**config.mk**
```make
export PLATFORM = sky130hd
export DESIGN_NAME = phy_fiber_ctrl_page_regs
export DESIGN_NICKNAME = d
export VERILOG_FILES = /design/src/logic/fiber_regs_pkg.sv /design/src/logic/phy_fiber_ctrl_page_regs.sv
export SDC_FILE = /design/constraint.sdc
export NUM_CORES = 1
export LEC_CHECK = 0
export BUFFER_PORTS_ARGS = -buffer_cell sky130_fd_sc_hd__buf_2
export CAP_MARGIN = 20
export CORE_MARGIN = 2
export CORE_UTILIZATION = 27
export DETAILED_ROUTE_END_ITERATION = 16
export PLACE_DENSITY_LB_ADDON = 0.1
export SYNTH_ARGS = -nofsm -noshare
export SYNTH_HDL_FRONTEND = slang
export SYNTH_SLANG_ARGS = --single-unit
```
**constraint.sdc**
```tcl
create_clock -name sys_clk -period 2.5 [get_ports sys_clk]
set_input_delay 0.125 -clock sys_clk [delete_from_list [all_inputs] [get_ports sys_clk]]
set_output_delay 0.125 -clock sys_clk [all_outputs]
set_load 0.01 [all_outputs]
```
**src/logic/fiber_regs_pkg.sv**
```systemverilog
// Constants for the fiber control, page and error counter register logic
package fiber_regs_pkg;
   // Register indices; the byte address is four times the index
   localparam logic [4:0] IDX_FIBER_CTRL = 5'h00;
   localparam logic [4:0] IDX_RX_ERR     = 5'h15;
   localparam logic [4:0] IDX_PAGE_SEL   = 5'h16;
   localparam logic [4:0] IDX_IRQ_SUM    = 5'h17;
   localparam int         ADDR_LSB       = 2;
   // Pages that own the paged registers
   localparam logic [7:0] PAGE_COPPER    = 8'h00;
   localparam logic [7:0] PAGE_FIBER     = 8'h01;
   // Fiber control bit positions
   localparam int B_RESET    = 15;
   localparam int B_LOOPBACK = 14;
   localparam int B_SPD_LSB  = 13;
   localparam int B_AN_EN    = 12;
   localparam int B_PWR_DN   = 11;
   localparam int B_RESTART  = 9;
   localparam int B_DUPLEX   = 8;
   localparam int B_SPD_MSB  = 6;
   localparam int B_IRQ      = 0;
   // Hardware reset values
   localparam logic       RST_SPD_LSB = 1'h0;
   localparam logic       RST_SPD_MSB = 1'h1;
   localparam logic       RST_DUPLEX  = 1'h1;
   localparam logic [7:0] RST_PAGE    = 8'h00;
   localparam logic [15:0] RST_RX_ERR = 16'h0000;
   localparam logic [15:0] RX_ERR_MAX = 16'hffff;
   // Fiber operating modes
   typedef enum logic [1:0] {
      MODE_100FX = 2'h0,
      MODE_1000X = 2'h1,
      MODE_AUTO  = 2'h2,
      MODE_SW    = 2'h3
   } fiber_mode_t;
   // Soft reset duration
   localparam int CLK_PERIOD_NS   = 40;
   localparam int SOFT_RST_NS     = 1000;
   localparam int SOFT_RST_CYCLES =
      (SOFT_RST_NS + CLK_PERIOD_NS - 1) / CLK_PERIOD_NS;
   // Edges after reset until the enable loads from the second strap flop
   localparam logic [1:0] STRAP_SETTLE = 2'h3;
   // Soft reset sequencer; ST_IDLE and ST_RESTART codes differ in both bits
   typedef enum logic [1:0] {
      ST_IDLE    = 2'b00,
      ST_RESET   = 2'b01,
      ST_RESTART = 2'b11
   } seq_t;
endpackage

```
**src/logic/phy_fiber_ctrl_page_regs.sv**
```systemverilog
// Fiber control, page select, receive error and interrupt summary registers
//
// Function
// - Sixteen-bit read-only error counter saturates, never wraps
// - Count false carrier and symbol errors
// - Page select everywhere, low byte, retained on fiber reset
// - Interrupt summary bit zero, upper bits zero
// - Fiber reset bit acts now, self-clears
// - Fiber reset touches only fiber page state
// - Loopback returns transmit data, breaks the link
// - Loopback speed follows the fiber mode
// - Speed LSB depends on mode, writable mode 11
// - Speed MSB depends on mode, writable mode 11
// - Enable change breaks link, sets restart bit
// - Autoneg enable ignored in 100BASE-FX mode
// - Enable loads strap at hardware reset only
// - Leaving power down forces reset and restart
// - Restart self-clears; also restarts after resets
// - Duplex write applies only at later events
// - Isolate bit reads zero always
// - Collision test inert, bits five-zero zero
// - Mode 01 selects 1000BASE-X operation
//
// Our own choice: the Wishbone slave port.
`timescale 1ns/1ps
module phy_fiber_ctrl_page_regs
   import fiber_regs_pkg::*;
#(
   parameter int NUM_INT_SRC     = 8,
   parameter int SOFT_RST_CYCLES_P = SOFT_RST_CYCLES
) (
   // Clock and reset
   input  wire logic                   sys_clk,
   input  wire logic                   resetn,
   // Wishbone classic slave
   input  wire logic                   wb_cyc_i,
   input  wire logic                   wb_stb_i,
   input  wire logic                   wb_we_i,
   input  wire logic [6:0]             wb_adr_i,
   input  wire logic [3:0]             wb_sel_i,
   input  wire logic [31:0]            wb_dat_i,
   output logic      [31:0]            wb_dat_o,
   output logic                        wb_ack_o,
   // Strap pin and fiber mode
   input  wire logic                   autoneg_strap,
   input  wire logic [1:0]             fiber_mode,
   // Link state from the fiber datapath
   input  wire logic                   link_at_100,
   input  wire logic                   link_at_1000,
   // Copper receive error events, one-cycle pulses
   input  wire logic                   false_carrier,
   input  wire logic                   symbol_error,
   // Interrupt sources of this port
   input  wire logic [NUM_INT_SRC-1:0] int_status,
   input  wire logic [NUM_INT_SRC-1:0] int_enable,
   // Control towards the fiber logic
   output logic                        fiber_reset,
   output logic                        autoneg_restart,
   output logic                        autoneg_active,
   output logic                        loopback_en,
   output logic                        loopback_1000,
   output logic                        link_break,
   output logic                        power_down,
   output logic                        duplex_full
);

   ////////////////////////////////////////////////////////////////////////////
   // Parameter checks

   if (NUM_INT_SRC < 1) begin : g_bad_src
      $error("NUM_INT_SRC must be at least one");
   end
   if (SOFT_RST_CYCLES_P < 1 || SOFT_RST_CYCLES_P > 255) begin : g_bad_rst
      $error("SOFT_RST_CYCLES_P must lie in 1..255");
   end

   localparam logic [7:0] RST_LAST = 8'(SOFT_RST_CYCLES_P - 1);

   ////////////////////////////////////////////////////////////////////////////
   // State

   typedef struct packed {
      logic        ack;
      logic [15:0] dat;
      logic        strap_s1;
      logic        strap_s2;
      logic [1:0]  strap_cnt;
      logic        an_en;
      logic        spd_lsb;
      logic        spd_msb;
      logic        duplex;
      logic        duplex_act;
      logic        loopback;
      logic        pwr_dn;
      logic        restart;
      logic [7:0]  page;
      logic [15:0] rx_err;
      logic        irq;
      seq_t        seq;
      logic [7:0]  rst_cnt;
      logic        rst_pls;
      logic        an_pls;
      logic        an_act;
      logic        lb_1000;
      logic        brk;
   } state_t;

   state_t s_q;
   state_t s_d;

   // Saturating add so the counter pegs at its top
   function automatic logic [15:0] sat_add(input logic [15:0] v, input logic [1:0] n);
      logic [16:0] sum;
      sum = {1'b0, v} + {15'h0000, n};
      sat_add = sum[16] ? RX_ERR_MAX : sum[15:0];
   endfunction

   // Merge a write into a 16-bit value by byte lane
   function automatic logic [15:0] lane_mrg(input logic [15:0] old,
                                            input logic [31:0] wd,
                                            input logic [3:0]  sel);
      lane_mrg = {sel[1] ? wd[15:8] : old[15:8], sel[0] ? wd[7:0] : old[7:0]};
   endfunction

   ////////////////////////////////////////////////////////////////////////////
   // Read view of fiber control

   logic [15:0] ctrl_rd;
   logic        spd_lsb_rd;
   logic        spd_msb_rd;

   // Speed bits are fixed in 100FX and 1000X, follow the link in auto, stored in the software mode
   always_comb begin
      case (fiber_mode_t'(fiber_mode))
         MODE_100FX: begin
            spd_lsb_rd = 1'b1;
            spd_msb_rd = 1'b0;
         end
         MODE_1000X: begin
            spd_lsb_rd = 1'b0;
            spd_msb_rd = 1'b1;
         end
         MODE_AUTO: begin
            spd_lsb_rd = link_at_100;
            spd_msb_rd = link_at_1000;
         end
         default: begin
            spd_lsb_rd = s_q.spd_lsb;
            spd_msb_rd = s_q.spd_msb;
         end
      endcase
   end

   // Isolate, collision test and low bits stay zero
   always_comb begin
      ctrl_rd             = 16'h0000;
      ctrl_rd[B_RESET]    = (s_q.seq == ST_RESET);
      ctrl_rd[B_LOOPBACK] = s_q.loopback;
      ctrl_rd[B_SPD_LSB]  = spd_lsb_rd;
      ctrl_rd[B_AN_EN]    = s_q.an_en;
      ctrl_rd[B_PWR_DN]   = s_q.pwr_dn;
      ctrl_rd[B_RESTART]  = s_q.restart;
      ctrl_rd[B_DUPLEX]   = s_q.duplex;
      ctrl_rd[B_SPD_MSB]  = spd_msb_rd;
   end

   ////////////////////////////////////////////////////////////////////////////
   // Bus decode

   logic [4:0]  idx;
   logic        req;
   logic        wr;
   logic        rd;
   logic        hit_ctrl;
   logic        hit_err;
   logic        hit_page;
   logic        hit_irq;
   logic [15:0] wdat;

   // Paged registers answer only on their own page
   always_comb begin
      idx      = wb_adr_i[ADDR_LSB +: 5];
      req      = wb_cyc_i && wb_stb_i && !s_q.ack;
      wr       = req && wb_we_i;
      rd       = req && !wb_we_i;
      hit_page = (idx == IDX_PAGE_SEL);
      hit_ctrl = (idx == IDX_FIBER_CTRL) && (s_q.page == PAGE_FIBER);
      hit_err  = (idx == IDX_RX_ERR) && (s_q.page == PAGE_COPPER);
      hit_irq  = (idx == IDX_IRQ_SUM) && (s_q.page == PAGE_COPPER);
      wdat     = lane_mrg(ctrl_rd, wb_dat_i, wb_sel_i);
   end

   ////////////////////////////////////////////////////////////////////////////
   // Next state

   always_comb begin
      logic       ctrl_wr;
      logic       an_chg;
      logic       pd_exit;
      logic       go_reset;
      logic       go_restart;
      logic [1:0] n_err;
      ctrl_wr    = wr && hit_ctrl;
      an_chg     = 1'b0;
      pd_exit    = 1'b0;
      go_reset   = 1'b0;
      go_restart = 1'b0;
      n_err      = {1'b0, false_carrier} + {1'b0, symbol_error};
      s_d        = s_q;

      // Single-cycle ack; unmapped or off-page addresses read zero
      s_d.ack = req;
      if (rd) begin
         s_d.dat = hit_ctrl ? ctrl_rd :
                   hit_err  ? s_q.rx_err :
                   hit_page ? {8'h00, s_q.page} :
                   hit_irq  ? {15'h0000, s_q.irq} :
                              16'h0000;
      end

      // Strap settles through the synchroniser, then loads once
      s_d.strap_s1 = autoneg_strap;
      s_d.strap_s2 = s_q.strap_s1;
      if (s_q.strap_cnt != STRAP_SETTLE) begin
         s_d.strap_cnt = s_q.strap_cnt + 2'h1;
         if (s_q.strap_cnt == STRAP_SETTLE - 2'h1) begin
            s_d.an_en   = s_q.strap_s2;
            s_d.restart = 1'b1;
         end
      end

      // Page select keeps its value through fiber resets
      if (wr && hit_page && wb_sel_i[0]) begin
         s_d.page = wb_dat_i[7:0];
      end

      // Read clears the counter; a same-cycle error still counts
      if (rd && hit_err) begin
         s_d.rx_err = {14'h0000, n_err};
      end else begin
         s_d.rx_err = sat_add(s_q.rx_err, n_err);
      end

      // Summary refreshed every cycle
      s_d.irq = |(int_status & int_enable);

      // Control writes
      if (ctrl_wr) begin
         an_chg     = (wdat[B_AN_EN] != s_q.an_en);
         pd_exit    = s_q.pwr_dn && !wdat[B_PWR_DN];
         go_reset   = wdat[B_RESET] || pd_exit;
         go_restart = wdat[B_RESTART] || an_chg || pd_exit;
         s_d.loopback = wdat[B_LOOPBACK];
         s_d.an_en    = wdat[B_AN_EN];
         s_d.pwr_dn   = wdat[B_PWR_DN];
         s_d.duplex   = wdat[B_DUPLEX];
         if (fiber_mode == MODE_SW) begin
            s_d.spd_lsb = wdat[B_SPD_LSB];
            s_d.spd_msb = wdat[B_SPD_MSB];
         end
         if (go_restart) begin
            s_d.restart = 1'b1;
         end
      end

      // Soft reset and restart sequencer
      s_d.rst_pls = 1'b0;
      s_d.an_pls  = 1'b0;
      case (s_q.seq)
         ST_IDLE: begin
            if (go_reset) begin
               s_d.seq     = ST_RESET;
               s_d.rst_cnt = 8'h00;
            end else if (s_q.restart) begin
               s_d.seq = ST_RESTART;
            end
         end
         ST_RESET: begin
            // Only page 1 state is cleared; speed, enable, duplex kept
            s_d.rst_pls  = 1'b1;
            s_d.loopback = 1'b0;
            s_d.pwr_dn   = 1'b0;
            if (s_q.rst_cnt == RST_LAST) begin
               s_d.seq     = ST_RESTART;
               s_d.restart = 1'b1;
            end else begin
               s_d.rst_cnt = s_q.rst_cnt + 8'h01;
            end
         end
         ST_RESTART: begin
            // The stored duplex is applied here and nowhere else
            s_d.an_pls     = 1'b1;
            s_d.duplex_act = s_q.duplex;
            s_d.seq        = go_reset ? ST_RESET : ST_IDLE;
            s_d.rst_cnt    = 8'h00;
            if (!(ctrl_wr && go_restart)) begin
               s_d.restart = 1'b0;
            end
         end
         default: begin
            s_d.seq = ST_IDLE;
         end
      endcase

      // Derived control outputs
      s_d.an_act  = s_d.an_en && (fiber_mode != MODE_100FX);
      s_d.lb_1000 = (fiber_mode != MODE_100FX);
      s_d.brk     = s_d.loopback || an_chg || (s_d.seq != ST_IDLE);
   end

   ////////////////////////////////////////////////////////////////////////////
   // Registers

   always_ff @(posedge sys_clk) begin
      if (!resetn) begin
         s_q            <= '0;
         s_q.seq        <= ST_IDLE;
         s_q.spd_lsb    <= RST_SPD_LSB;
         s_q.spd_msb    <= RST_SPD_MSB;
         s_q.duplex     <= RST_DUPLEX;
         s_q.duplex_act <= RST_DUPLEX;
         s_q.page       <= RST_PAGE;
         s_q.rx_err     <= RST_RX_ERR;
      end else begin
         s_q <= s_d;
      end
   end

   ////////////////////////////////////////////////////////////////////////////
   // Outputs, each straight from a flip-flop

   assign wb_ack_o        = s_q.ack;
   assign wb_dat_o        = {16'h0000, s_q.dat};
   assign fiber_reset     = s_q.rst_pls;
   assign autoneg_restart = s_q.an_pls;
   assign autoneg_active  = s_q.an_act;
   assign loopback_en     = s_q.loopback;
   assign loopback_1000   = s_q.lb_1000;
   assign link_break      = s_q.brk;
   assign power_down      = s_q.pwr_dn;
   assign duplex_full     = s_q.duplex_act;

endmodule

```
==> flow_summary.json <==
{
  "cp-start-kind": "register",
  "leakagePower_uw": 0.00168,
  "fillers": 1406,
  "grt_pass1_wl_um": 15500,
  "grt_max_degree": 22,
  "setup_viol": 0,
  "regMostFlops": "s_q",
  "vias": 3028,
  "cts_tree": "done",
  "post-cts-setup-buffers": 0,
  "port_buffers": 74,
  "async_flop_share": 0,
  "yosysUniqueCellTypes": 58,
  "nets": 544,
  "grt_pass1_vias": 2966,
  "root_buffer": "clkbuf_16",
  "hold_viol": 0,
  "largest_reg_flops": 40,
  "drv_cap": 0,
  "fin_skew_ns": 0.00499,
  "clkLatencyLatePin_ns": 0.33,
  "drtIter0Drc": 112,
  "powerDensity_nw_per_um2": 654,
  "synth.avg_cell_area_um2": 8.69,
  "worstSetupPathType": "register to register",
  "postRouteAntennaNets": 0,
  "fin_ws_ns": 0.505,
  "yosysTopAreaCell": "dfxtp_1",
  "post_drt_wl_per_cell_um": 14.3,
  "finalCritPeriodShare": 0.798,
  "hp-class": "primary input to register",
  "place_congestion": 0.795,
  "min_period_ns": 2.00,
  "yosys-top-cells-area": "dfxtp_1 (40%), buf_4 (7.1%), a21oi_1 (4.6%)",
  "path_max_fanout": 10,
  "cts_buffer_depth": 2,
  "clkSlewWorstSetupHoldPaths_ns": 0.06,
  "clock_sinks": 69,
  "setup-tns-final_ns": 0,
  "holdPathStages": 2,
  "maxSlewHeadroom": 0.618,
  "post_synth_instance_area_um2": 3490,
  "cp_slowest_cell": "or4_1",
  "crit_path_max_incr_delay_ns": 0.54,
  "yosys_warnings": 0,
  "holdBufCountCts": 0,
  "max_clock_freq_ghz": 0.501,
  "arrival_ns": 2.26,
  "cts_resized": 0,
  "rsz0062_at_grt": "no",
  "fin_cells": 642,
  "drc": 0,
  "dieWidth_um": 118,
  "crit_chain": "nor3_1, and4_4, a41oi_4, or4_1, a21oi_1",
  "htreeDepth": 3,
  "placedCellCount": 626,
  "slew_violations": 0,
  "yosysTopAreaCellShare": 0.395,
  "netlist_instances": 402,
  "die_area_um2": 13900,
  "num_io_pins": 112,
  "start_util": 0.277,
  "vias_per_cell": 4.72,
  "synth_common_cells": "dfxtp_1 (69), nand2_1 (38), nor2_1 (34)",
  "worstSetupEndpointType": "register",
  "irDropWorstVdd_mv": 0.237,
  "pre_cts_ws_ns": 0.423,
  "num_rows": 41,
  "grt_overflow_total": 0,
  "dp.final_hpwl_um": 7010,
  "drt_pre_antenna_iters": 5,
  "outcome": "finished, final reports clean",
  "ff2ff_path_depth": 5,
  "cts_buffers": 9,
  "ys.flop_type": "dfxtp_1",
  "antenna_found_initial": 0,
  "yosysMostFrequentCell": "dfxtp_1",
  "fp.coreArea_um2": 12600,
  "die-height_um": 118,
  "grtUsageTotal": 0.139,
  "synth-edff-count": 0,
  "worst_slew_pin_slew_ns": 0.572,
  "diodes": 0,
  "required_ns": 2.76,
  "totalWireLength_um": 9180,
  "area_growth_pct": 20.5,
  "ys_seq_elements": 69,
  "synth_seq_area_share": 0.395,
  "drive_gt1_frac": 0.232
}
-- cell families after synthesis --
family / Yosys count / synth area share
simple gates: 144 / 0.217
buf+inv: 63 / 0.105
compound gates: 91 / 0.181
other cells: 1 / 0.00107
flops: 69 / 0.395
xor+xnor: 12 / 0.0301
fa+ha+maj: 8 / 0.0308
mux: 14 / 0.0401
-- metrics by stage --
stage | hold WS [ns] | util | total power, µW | area [µm²]
finish | 0.0109 | 0.334 | 2750 | 4210
global route | 0.00985 | 0.334 | 2890 | 4210
CTS | 0.00653 | 0.334 | 2790 | 4210
detailed placement | 0.349 | 0.310 | 1510 | 3920
global placement | 0.338 | 0.310 | 1510 | 3920
floorplan | 0.250 | - | 1410 | 3550
-- path summary, 6_finish.rpt --
kind	slack (ns)	from	endpoint
worst max-delay path	0.50	s_q[34]	s_q[12]
worst min-delay path	0.01	autoneg_strap	s_d[50]
worst max register to register	0.50	s_q[34]	s_q[12]
worst min register to register	0.43	s_d[50]	s_q[50]
-- cells in the final DEF (no fill, tap or decap), drive strengths merged, types with 3 or more instances in the layout --
| master | instances |
|---|---|
| a31oi | 6 |
| conb | 16 |
| nor2b | 7 |
| mux2i | 14 |
| buf | 87 |
| nand3 | 13 |
| xnor2 | 3 |
| a21oi | 32 |
| nor3 | 9 |
| nor2 | 34 |
| nand4 | 10 |
| nand4b | 3 |
| nor3b | 5 |
| dfxtp | 69 |
| o21ai | 10 |
| nand2 | 38 |
| and2 | 3 |
| and3 | 3 |
| inv | 13 |
| ha | 7 |
| a22oi | 16 |
| nand2b | 3 |
| clkbuf | 12 |
| o31ai | 4 |
| a41oi | 4 |
| or3 | 3 |
| a221oi | 3 |
| xor2 | 9 |
-- power by group --
| part | internal [µW] | switching, µW |
|---|---|---|
| clock network | 796 | 471 |
| logic | 131 | 181 |
| registers | 1140 | 34.2 |
| total | 2070 | 686 |
-- critical path: cells and delay by family, from the launching register on --
family	cells	cell delay, ns
AOI/OAI and AO/OA	2	0.33
DFF	1	0.33
and+or+nand+nor	3	1.26
-- per-layer routing --
layer	global-route usage	part of all wire	vias to the layer above
met1	0.190	0.50	1436
met5	0	0	-
met3	0.0329	0.040	10
li1	-	-	1524
met4	0.0520	0.016	0
met2	0.212	0.45	58
-- area by class of cell --
class	count	area, µm²	share of cell area
clock buffers	12	246	0.0585
clock inverters	4	47.5	0.0113
inverters	13	48.8	0.0116
multi-input cells	285	1800	0.428
flip-flops and latches	69	1380	0.328
well taps	172	215	0.0511
repair buffers	87	468	0.111
Note: power is estimated with default switching activity, not from simulation.
